File: src/verilog/clkfo_defs.vh
/*
 * Constants of the clock fanout block: output count and reset values.
 * Assumes inclusion by bare name from the design files of this block.
 */
`ifndef CLKFO_DEFS_VH
`define CLKFO_DEFS_VH

// Number of clock outputs in the group
`define CLKFO_NUM_OUT       12
// Reset value of the latched output enable (parked until first falling edge)
`define CLKFO_OE_RST       1'b0
// Reset value of the previous selected-clock level
`define CLKFO_LEVEL_RST    1'b0
// Reset value of each clock output level
`define CLKFO_Q_RST        1'b0
// Select level that picks the differential primary input
`define CLKFO_SEL_PRIMARY  1'b0
// Reset phase of the output gate: parked low (one-hot)
`define CLKFO_GATE_RST     3'h1

`endif

File: src/verilog/clkfo_top.v
/*
 * Clock fanout top: selects the primary differential or the test/reference
 * clock, gates it with a falling-edge synchronised enable and copies it to
 * twelve outputs with a direct three-state control.
 * A small one-hot phase machine turns the sampled enable into the output
 * pattern, so the gate can only open or close while the selected clock is low.
 * Assumes all pins but output_hiz_n are sampled synchronously to sys_clk and that pull-ups on
 * the control pins are provided by the pad ring or the surrounding wiring.
 */
// Operation
// [RULE_01] Select low routes differential primary clock, high routes test clock.
// [RULE_02] Selected clock drives all twelve outputs together, indexed eleven to zero.
// [RULE_03] Enable high lets outputs toggle; enable low holds every output low.
// [RULE_04] Enable is sampled on the selected clock's falling edge only.
// [RULE_05] Enable changes never create glitches or runt pulses on outputs.
// [RULE_06] Three-state control low floats all outputs; high drives them.
// [RULE_07] Select, enable and three-state control default high when undriven.
// [RULE_08] Three-state control acts directly and overrides enabled and parked states.
`timescale 1ns/1ps
`default_nettype none
`include "clkfo_defs.vh"

module clkfo_top (
    input  wire                       sys_clk,
    input  wire                       rst,
    input  wire                       clk_en,
    input  wire                       diff_clk_in_p,
    input  wire                       diff_clk_in_n,
    input  wire                       test_ref_clk_in,
    input  wire                       ref_clk_select,
    input  wire                       sync_out_enable,
    input  wire                       output_hiz_n,
    output wire [`CLKFO_NUM_OUT-1:0]  q_out,
    output wire [`CLKFO_NUM_OUT-1:0]  q_oe
);

    // One-hot phases of the output gate
    localparam [2:0] ST_PARKED   = 3'h1;
    localparam [2:0] ST_RUN_LOW  = 3'h2;
    localparam [2:0] ST_RUN_HIGH = 3'h4;

    // Selection path
    wire                      primary_level;
    reg                       sel_level;
    wire                      sel_low;

    // Enable and gate phase
    wire                      next_oe;
    reg  [2:0]                gate_state;
    reg  [2:0]                next_gate_state;

    // Output path
    wire                      next_q;
    reg  [`CLKFO_NUM_OUT-1:0] q;

    // Differential primary: high only when p above n (undriven p up, n down)
    assign primary_level = diff_clk_in_p & ~diff_clk_in_n;   // [RULE_07]

    // Reference clock selection; anything but primary picks the test clock
    always @* begin
        case (ref_clk_select)
            `CLKFO_SEL_PRIMARY: begin
                sel_level = primary_level;                  // [RULE_01]
            end
            default: begin
                sel_level = test_ref_clk_in;                // [RULE_01]
            end
        endcase
    end

    // Selected clock low: the only time the gate may open or close
    assign sel_low = ~sel_level;                            // [RULE_05]

    // Falling-edge synchronised enable
    clkfo_oe_sync clkfo_oe_sync_inst (
        .sys_clk         (sys_clk),
        .rst             (rst),
        .clk_en          (clk_en),
        .clk_level       (sel_level),
        .sync_out_enable (sync_out_enable),
        .next_oe         (next_oe)
    );

    // Gate phase: parked stays parked while high, so no runt on opening
    always @* begin
        next_gate_state = ST_PARKED;
        case (gate_state)
            ST_PARKED: begin
                if (sel_low && next_oe) begin
                    next_gate_state = ST_RUN_LOW;           // [RULE_03] [RULE_05]
                end else begin
                    next_gate_state = ST_PARKED;
                end
            end
            ST_RUN_LOW, ST_RUN_HIGH: begin
                if (!sel_low) begin
                    next_gate_state = ST_RUN_HIGH;
                end else if (next_oe) begin
                    next_gate_state = ST_RUN_LOW;
                end else begin
                    next_gate_state = ST_PARKED;            // [RULE_03] [RULE_05]
                end
            end
            default: begin
                next_gate_state = ST_PARKED;
            end
        endcase
    end

    // Gate phase register, frozen with the clock enable
    always @(posedge sys_clk) begin
        if (rst) begin
            gate_state <= `CLKFO_GATE_RST;
        end else if (clk_en) begin
            gate_state <= next_gate_state;
        end
    end

    // Gated clock level: high only in the running high phase
    assign next_q = (next_gate_state == ST_RUN_HIGH);       // [RULE_03] [RULE_05]

    // One output stage per line, all fed from the same gated level
    genvar i;
    generate
        for (i = 0; i < `CLKFO_NUM_OUT; i = i + 1) begin : g_out
            always @(posedge sys_clk) begin
                if (rst) begin
                    q[i] <= `CLKFO_Q_RST;
                end else if (clk_en) begin
                    q[i] <= next_q;                         // [RULE_02]
                end
            end
            // Direct, unsynchronised three-state control
            assign q_oe[i] = output_hiz_n;                  // [RULE_06] [RULE_08]
        end
    endgenerate

    assign q_out = q;

endmodule
`default_nettype wire

File: src/verilog/clkfo_oe_sync.v
/*
 * Output-enable synchroniser: tracks the selected clock level, finds its
 * falling edge and latches the output enable only on that edge.
 * Assumes the clock level and enable are synchronous to sys_clk.
 */
`timescale 1ns/1ps
`default_nettype none
`include "clkfo_defs.vh"

module clkfo_oe_sync (
    input  wire sys_clk,
    input  wire rst,
    input  wire clk_en,
    input  wire clk_level,
    input  wire sync_out_enable,
    output wire next_oe
);

    reg  prev_level;
    reg  oe_latched;
    wire falling;

    // Falling edge of the selected clock
    assign falling = prev_level & ~clk_level;
    // Enable only changes from the value sampled at a falling edge
    assign next_oe = falling ? sync_out_enable : oe_latched;   // [RULE_04]

    // Level history and enable latch
    always @(posedge sys_clk) begin
        if (rst) begin
            prev_level <= `CLKFO_LEVEL_RST;
            oe_latched <= `CLKFO_OE_RST;
        end else if (clk_en) begin
            prev_level <= clk_level;
            oe_latched <= next_oe;                              // [RULE_04]
        end
    end

endmodule
`default_nettype wire

File: config.mk
export PLATFORM = sky130hd
export DESIGN_NAME = clkfo_top
export DESIGN_NICKNAME = d
export VERILOG_FILES = /design/src/verilog/clkfo_top.v /design/src/verilog/clkfo_oe_sync.v
export VERILOG_INCLUDE_DIRS = /design/src /design/src/verilog
export SDC_FILE = /design/constraint.sdc
export NUM_CORES = 1
export LEC_CHECK = 0
export BUFFER_PORTS_ARGS = -buffer_cell sky130_fd_sc_hd__buf_2
export CORE_AREA = 2 2 39 41
export DETAILED_ROUTE_END_ITERATION = 12
export DIE_AREA = 0 0 41 43
export PLACE_DENSITY = 0.72
export SYNTH_ARGS = -nofsm -noshare
export SYNTH_HDL_FRONTEND = slang
export SYNTH_HIERARCHICAL = 1
export SYNTH_SLANG_ARGS = --single-unit
export TNS_END_PERCENT = 1
File: constraint.sdc
create_clock -name sys_clk -period 4.4 [get_ports sys_clk]
set_clock_uncertainty 0.1 [all_clocks]
set_input_delay 0.44 -clock sys_clk [delete_from_list [all_inputs] [get_ports sys_clk]]
set_output_delay 0.44 -clock sys_clk [all_outputs]
set_load 0.01 [all_outputs]
==> impl_metrics.ini, run 1 <==
[global_routing]
grt_pass1_wl_um = 1100
overflow = 0
antenna_found_initial = 0
grt_use_total_pct = 9.63
grt_pass1_vias = 273
grt_max_degree = 14

[worst_setup_path]
endpoint_kind = register
worst_ep_required_time_ns = 4.43
crit_arrival_ns = 1.74
rr_worst_depth = 4
r2r_slack_ns = 3.09
reg2reg_to = gate_state[0]
crit_start = ref_clk_select
r2r_start = gate_state[1]
cp_max_fo = 5
critPathKind = in -> reg
endpoint = gate_state[0]
cp-start-kind = input pin

[outcome]
outcome = complete, no violations

[finish]
fin_nets = 65
layout-drive-gt1-share_pct = 51.9
final_cell_area_um2 = 458
final_cell_mix = 19 x buf_2, 6 x nand2b_1, 6 x dfxtp_1
antenna_cells = 0
final_common_cell = buf_2
areaGrowthSynthToFinish_pct = -7.11

[power]
p_switching_mw = 0.0276
p_total_mw = 0.122
combPwrFrac_pct = 11.9
sw_frac_of_total_pct = 22.6
peakVddDrop_uv = 78.4
internal-power_mw = 0.0947
sequentialPowerShare_pct = 46.4
clock_power_share_pct = 41.8
cellPowerDensity_nw_per_um2 = 267
p_leak_nw = 0.221

[timing]
hold_viol = 0
tightest_slew_ns = 0.280
finalCritPeriodShare_pct = 38.8
finalSetupViolations = 0
whs_ns = 0.355
fmax_mhz = 586
relSlewSlack_pct = 81.3
period_minus_slack_ns = 1.71
slew_violations = 0
finalSetupTns_ns = 0
rsz0062_at_grt = no

[clock_tree]
cts_buffer_depth = 2
cts_sinks = 6
cts.clk_slew.worst_paths_ns = 0.05
ctsRootBufferMaster = clkbuf_4
cts-buffers-inserted = 3
holdBufCountCts = 0
htreeDepth = 1
cts-resized-gates = 0
worstSkewPairLatency_ns = 0.25
post_cts_buffers = 0
cts_tree = done

[detailed_routing]
drt_iter0_markers = 2
vias = 301
viasPerCell = 4.30
wire_per_inst_um = 9.73
drt_pass1_iterations = 2
wl_um = 681
ant_nets = 0
drc = 0

[logic_synthesis]
yosys.area.top_type = buf_4
synth_seq_cells = 6
yosysSeqAreaShare_pct = 24.4
syn-mean-instance-area_um2 = 8.96
yosysWarnings = 6
synth_area_um2 = 493
synth_cell_types = 21
synthCells = 55
synth_area_leaders = buf_4 35%, dfxtp_1 24%, nand2b_1 7.6%
syn_nets = 64
synth_top_area_share_pct = 35.0

[placement]
hpwl_um = 532
place_congestion = 0.730
place.port_buffers = 19
placed_area_um2 = 435

[die]
initial_core_util_pct = 35.6
rows = 14
fp.dieH_um = 43
core_area_um2 = 1380
dieArea_um2 = 1760
die_width_um = 41
pin_count = 33

[min_path]
worstHoldPathType = in -> reg

[flow_run]
drv_cap = 0
## flip-flops by register name, indices dropped and copies added, names as in the netlist
signal                         cells
gate_state                         3
q_out                              1
clkfo_oe_sync_inst/prev_level      1
clkfo_oe_sync_inst/oe_latched      1
## how the worst min path moves through the flow
stage,startpoint,to,slack (ns),cells after the start
5_1_grt,rst,q_out[11],0.36,2
2_1_floorplan,clkfo_oe_sync_inst/oe_latched,clkfo_oe_sync_inst/oe_latched,0.35,2
6_report,rst,q_out[11],0.35,2
3_3_place_gp,clkfo_oe_sync_inst/oe_latched,clkfo_oe_sync_inst/oe_latched,0.36,2
4_1_cts,rst,q_out[11],0.35,2
3_5_place_dp,clkfo_oe_sync_inst/oe_latched,clkfo_oe_sync_inst/oe_latched,0.38,2
## power by group through the flow
stage	clock network, mW	logic (mW)	registers (mW)
2_1_floorplan	0	0.0202	0.0575
3_3_place_gp	0	0.0142	0.0577
3_5_place_dp	0	0.0147	0.0577
4_1_cts	0.0549	0.0147	0.0567
5_1_grt	0.0583	0.0159	0.0567
6_report	0.0511	0.0145	0.0567
## worst max-delay path: stages
cell       delay (ns)
buf_2            0.10
or3b_4           0.41
nand2_4          0.10
nor2b_4          0.04
mux2_4           0.18
o2111ai_1        0.13
a311o_1          0.33
## through the flow
stage | std cells | worst slack, ns | utilization [%]
floorplan | 55 | 2.60 | -
global placement | 67 | 2.45 | 31.5
detailed placement | 67 | 2.43 | 31.5
CTS | 70 | 2.70 | 33.1
global route | 70 | 2.62 | 33.1
finish | 70 | 2.69 | 33.1
## per-layer routing
layer	share of wire [%]	global-route usage [%]
met2	46	12.5
met5	0	0
met3	10	4.19
met1	43	10.6
met4	0	10.0
## cells in the mapped netlist, drive strengths merged
| library cell | n |
|---|---|
| buf | 23 |
| dfxtp | 6 |
| nand2b | 6 |
| nand2 | 3 |
| a21oi | 2 |
| mux2i | 2 |
| nor2 | 2 |
| a311o | 1 |
| and2b | 1 |
| mux2 | 1 |
| nand3 | 1 |
| nand3b | 1 |
| nor2b | 1 |
| nor3b | 1 |
| o2111ai | 1 |
| o22ai | 1 |
| or3b | 1 |
| xnor2 | 1 |
## logic make-up after synthesis
family,synth area share (%)
compound gates,7.11
xor+xnor,1.78
buf+inv,35.0
simple gates,24.6
flops,24.4
mux,7.11
## layout make-up
class,count,area [um2]
clock buffer,3,22.5
fill,148,926
multi-input combinational,26,200
sequential,6,120
tap,16,20.0
timing repair buffer,19,95.1
Power figures use the tool's default switching activity.
==> run 2: changes to the inputs <==
CORE_AREA = not set   (was 2 2 39 41)
CORE_MARGIN = 2   (was not set)
CORE_UTILIZATION = 35   (was not set)
DIE_AREA = not set   (was 0 0 41 43)
clock period = 1.55 ns   (was 4.4 ns; I/O delays follow)
==> run 2 against run 1 <==
Global-route usage is 0.21 points lower. Combinational power grew to 3.0 times the previous value. Routed wire length is 1.0% higher. Worst setup slack worse by 2.5 ns. Critical path type unchanged. Largest cell class unchanged.
==> impl_metrics.ini, run 2 (synthesis results as in run 1) <==
[finish]
antenna_cells = 0
top_register = gate_state
final_cell_mix = 19 x buf_2, 6 x nand2b_1, 6 x dfxtp_1
layout-drive-gt1-share_pct = 52.7
largest_reg_flops = 3
fin_nets = 66
areaGrowthSynthToFinish_pct = -5.84
final_common_cell = buf_2
final_cell_area_um2 = 464

[worst_setup_path]
crit_path_max_incr_delay_ns = 0.41
crit_path_top_delay_cell = or3b_4
rr_worst_depth = 4
endpoint_kind = register
worst_ep_required_time_ns = 1.58
r2r_start = gate_state[2]
reg2reg_to = gate_state[0]
crit_arrival_ns = 1.41
cp-start-kind = input pin
worstPathCellList = buf_2, or3b_4, nand2_4, nor2b_4, mux2_4, o2111ai_1, a311o_1
cp_max_fo = 2
r2r_slack_ns = 0.24
critPathKind = in -> reg

[clock_tree]
cts-resized-gates = 0
cts.clk_slew.worst_paths_ns = 0.05
htreeDepth = 1
cts_tree = done
holdBufCountCts = 0
cts-buffers-inserted = 3
cts_buffer_depth = 2
ctsRootBufferMaster = clkbuf_4
post_cts_buffers = 0
cts_sinks = 6
worstSkewPairLatency_ns = 0.24

[global_routing]
grt_max_degree = 14
antenna_found_initial = 0
grt_use_total_pct = 9.42
grt_pass1_wl_um = 1250
grt_pass1_vias = 282
overflow = 0

[timing]
period_minus_slack_ns = 1.38
rsz0062_at_grt = no
whs_ns = 0.0637
finalCritPeriodShare_pct = 89.2
fmax_mhz = 723
tightest_slew_ns = 0.277
slew_violations = 0
finalSetupViolations = 0
hold_viol = 0
relSlewSlack_pct = 81.5

[power]
peakVddDrop_uv = 309
p_total_mw = 0.349
p_leak_nw = 0.226
cellPowerDensity_nw_per_um2 = 751

[detailed_routing]
wire_per_inst_um = 9.83
viasPerCell = 4.16
wl_um = 688
drt_iter0_markers = 12
ant_nets = 0
vias = 291
drt_pass1_iterations = 4
drc = 0

[outcome]
outcome = complete, no violations

[placement]
hpwl_um = 521
placed_area_um2 = 442
place.port_buffers = 19
place_congestion = 0.712

[die]
initial_core_util_pct = 37.9
rows = 13
pin_count = 33
fp.dieH_um = 41.5
die_width_um = 41.5
dieArea_um2 = 1720
core_area_um2 = 1300

[min_path]
min_path_cells = 2
worstHoldPathType = in -> reg
worstHoldStart = rst
holdPathEnd = q_out[11]

[flow_run]
drv_cap = 0
## run 2: cell count changes in the layout (fill, tap and decap cells not counted)
cell / previous run / this run
buf_4: 0 / 1
## run 2: worst max-delay path by stage
stage / cells after the start / start / to
2_1_floorplan: 6 / ref_clk_select / gate_state[0]
3_3_place_gp: 7 / ref_clk_select / gate_state[0]
3_5_place_dp: 7 / ref_clk_select / gate_state[0]
4_1_cts: 7 / ref_clk_select / gate_state[0]
5_1_grt: 7 / ref_clk_select / gate_state[0]
6_report: 7 / ref_clk_select / gate_state[0]
## run 2: where the power goes
group / switching [mW] / total [mW] / leakage (nW) / internal [mW]
Sequential: 0.00256 / 0.161 / 0.0487 / 0.158
Combinational: 0.0190 / 0.0440 / 0.163 / 0.0251
Clock: 0.0561 / 0.144 / 0.0138 / 0.0876
## run 2: per-stage QoR
step	TNS [ns]	setup WS [ns]	util, %	instances
3_5_place_dp	-0.0917	-0.0917	33.9	67
3_3_place_gp	-0.0812	-0.0812	33.9	67
5_1_grt	0	0.122	35.7	70
6_report	0	0.168	35.7	70
4_1_cts	0	0.171	35.7	70
2_1_floorplan	0	0.0321	-	55
## run 2: cell type report
| type | instances | area [um2] |
|---|---|---|
| repair buffers | 20 | 103 |
| flip-flops and latches | 6 | 120 |
| clock buffers | 3 | 22.5 |
| multi-input cells | 26 | 200 |
| well taps | 15 | 18.8 |
| fillers | 140 | 837 |
## run 2: worst max-delay path: cells and delay by family
family | cells | cell delay, ns
simple gates | 3 | 0.53
compound gates | 2 | 0.45
mux | 1 | 0.18
buf+inv | 1 | 0.10
## run 2: metal layers
layer,global-route usage [%],routed length (um),vias up
met5,0,0,-
met4,6.45,0,0
met3,4.78,41,0
met2,12.8,346,6
met1,11.3,300,125
li1,-,-,160
==> run 3: changes to the inputs <==
CTS_CLUSTER_SIZE = 28   (was not set)
REMOVE_ABC_BUFFERS = 1   (was not set)
==> run 3 against run 2 <==
Die area stayed put. Total power is 1.2% lower. Hold slack gained 0.0014 ns. Final cell count did not move. Critical endpoint unchanged. Largest cell class unchanged.
==> impl_metrics.ini, run 3 (synthesis results as in run 1) <==
[outcome]
outcome = complete, no violations

[global_routing]
grt_pass1_wl_um = 1080
grt.busiest_layer = met2
overflow = 0
grt_pass1_vias = 259
use_met2_pct = 12.5
grt_use_met3_pct = 4.35
grt_use_total_pct = 8.45
grt_util_met1_pct = 8.47
grt_max_degree = 14
antenna_found_initial = 0

[min_path]
worstHoldStart = rst
min_path_cells = 2
worstHoldPathType = in -> reg
holdPathEnd = gate_state[2]

[finish]
areaGrowthSynthToFinish_pct = -5.84
fin_nets = 66
largest_reg_flops = 3
antenna_cells = 0
multiInputGateArea_um2 = 200
seq_area_um2 = 120
top_register = gate_state
fin_cells = 70
final_common_cell = buf_2
layout-drive-gt1-share_pct = 52.7
nFillCells = 151
final_cell_mix = 19 x buf_2, 6 x nand2b_1, 6 x dfxtp_1
fin_util_pct = 35.7

[detailed_routing]
ant_nets = 0
viasPerCell = 4.17
wire_per_inst_um = 8.89
drt_iter0_markers = 1
vias = 292
drc = 0
drt_pass1_iterations = 3
wl_um = 622

[timing]
rsz0062_at_grt = no
slew_violations = 0
hold_viol = 0
finalCritPeriodShare_pct = 90.5
tightest_slew_ns = 0.271
finalSetupViolations = 0
relSlewSlack_pct = 81.9
period_minus_slack_ns = 1.40
fmax_mhz = 713
postLayoutSetupSlackWorst_ns = 0.147

[clock_tree]
holdBufCountCts = 0
ctsRootBufferMaster = clkbuf_4
htreeDepth = 1
cts-buffers-inserted = 3
post_cts_buffers = 0
cts.clk_slew.worst_paths_ns = 0.04
cts_sinks = 6
worstSkewPairLatency_ns = 0.24
cts_buffer_depth = 2
cts-resized-gates = 0
cts_tree = done

[worst_setup_path]
cp-start-kind = input pin
r2r_start = gate_state[2]
r2r_slack_ns = 0.21
rr_worst_depth = 4
critPathKind = in -> reg
cp_max_fo = 2
reg2reg_to = gate_state[0]
worst_ep_required_time_ns = 1.57
endpoint_kind = register
crit_arrival_ns = 1.43

[placement]
place.port_buffers = 19
pre_cts_ws_ns = -0.113
place_congestion = 0.754
post-place-cells = 67

[die]
core_area_um2 = 1300
die_width_um = 41.5
initial_core_util_pct = 37.9
pin_count = 33
rows = 13
dieArea_um2 = 1720
fp.dieH_um = 41.5

[power]
p_leak_nw = 0.226
cellPowerDensity_nw_per_um2 = 743
p_total_mw = 0.345
peakVddDrop_uv = 468

[flow_run]
drv_cap = 0
[run 3: cell counts in the layout (fill, tap and decap cells not counted)]
Identical to the previous run, type by type.
[run 3: worst max path at each step]
stage                     cells past startpoint             to            from
after floorplan                               6  gate_state[0]  ref_clk_select
after global placement                        7  gate_state[0]  ref_clk_select
after detailed placement                      7  gate_state[0]  ref_clk_select
after CTS                                     7  gate_state[0]  ref_clk_select
after global routing                          7  gate_state[0]  ref_clk_select
final                                         7  gate_state[0]  ref_clk_select
[run 3: layout make-up]
type,instances,share of cell area [%]
Clock buffer,3,4.85
Multi-Input combinational cell,26,43.1
Tap cell,15,4.04
Sequential cell,6,25.9
Timing Repair Buffer,20,22.1
[run 3: worst max-delay path: stages]
cell	delay, ns
buf_2	0.10
or3b_4	0.40
nand2_4	0.08
nor2b_4	0.04
mux2_4	0.18
o2111ai_1	0.14
a311o_1	0.33
[run 3: per-stage QoR]
stage | hold WS [ns] | area (um2) | TNS [ns]
floorplan | 0.124 | 320 | 0
global placement | 0.210 | 442 | -0.104
detailed placement | 0.210 | 442 | -0.114
CTS | 0.0555 | 464 | 0
global route | 0.0528 | 464 | 0
finish | 0.0650 | 464 | 0
[run 3: layer usage]
layer  vias up  wire length [um]
li1        162                 -
met1       125               245
met2         3               353
met3         2                16
met4         0                 7
met5         -                 0
[run 3: report_power, final]
group | switching, mW | internal [mW]
clock | 0.0528 | 0.0873
sequential | 0.00263 | 0.159
combinational | 0.0184 | 0.0250
total | 0.0738 | 0.271
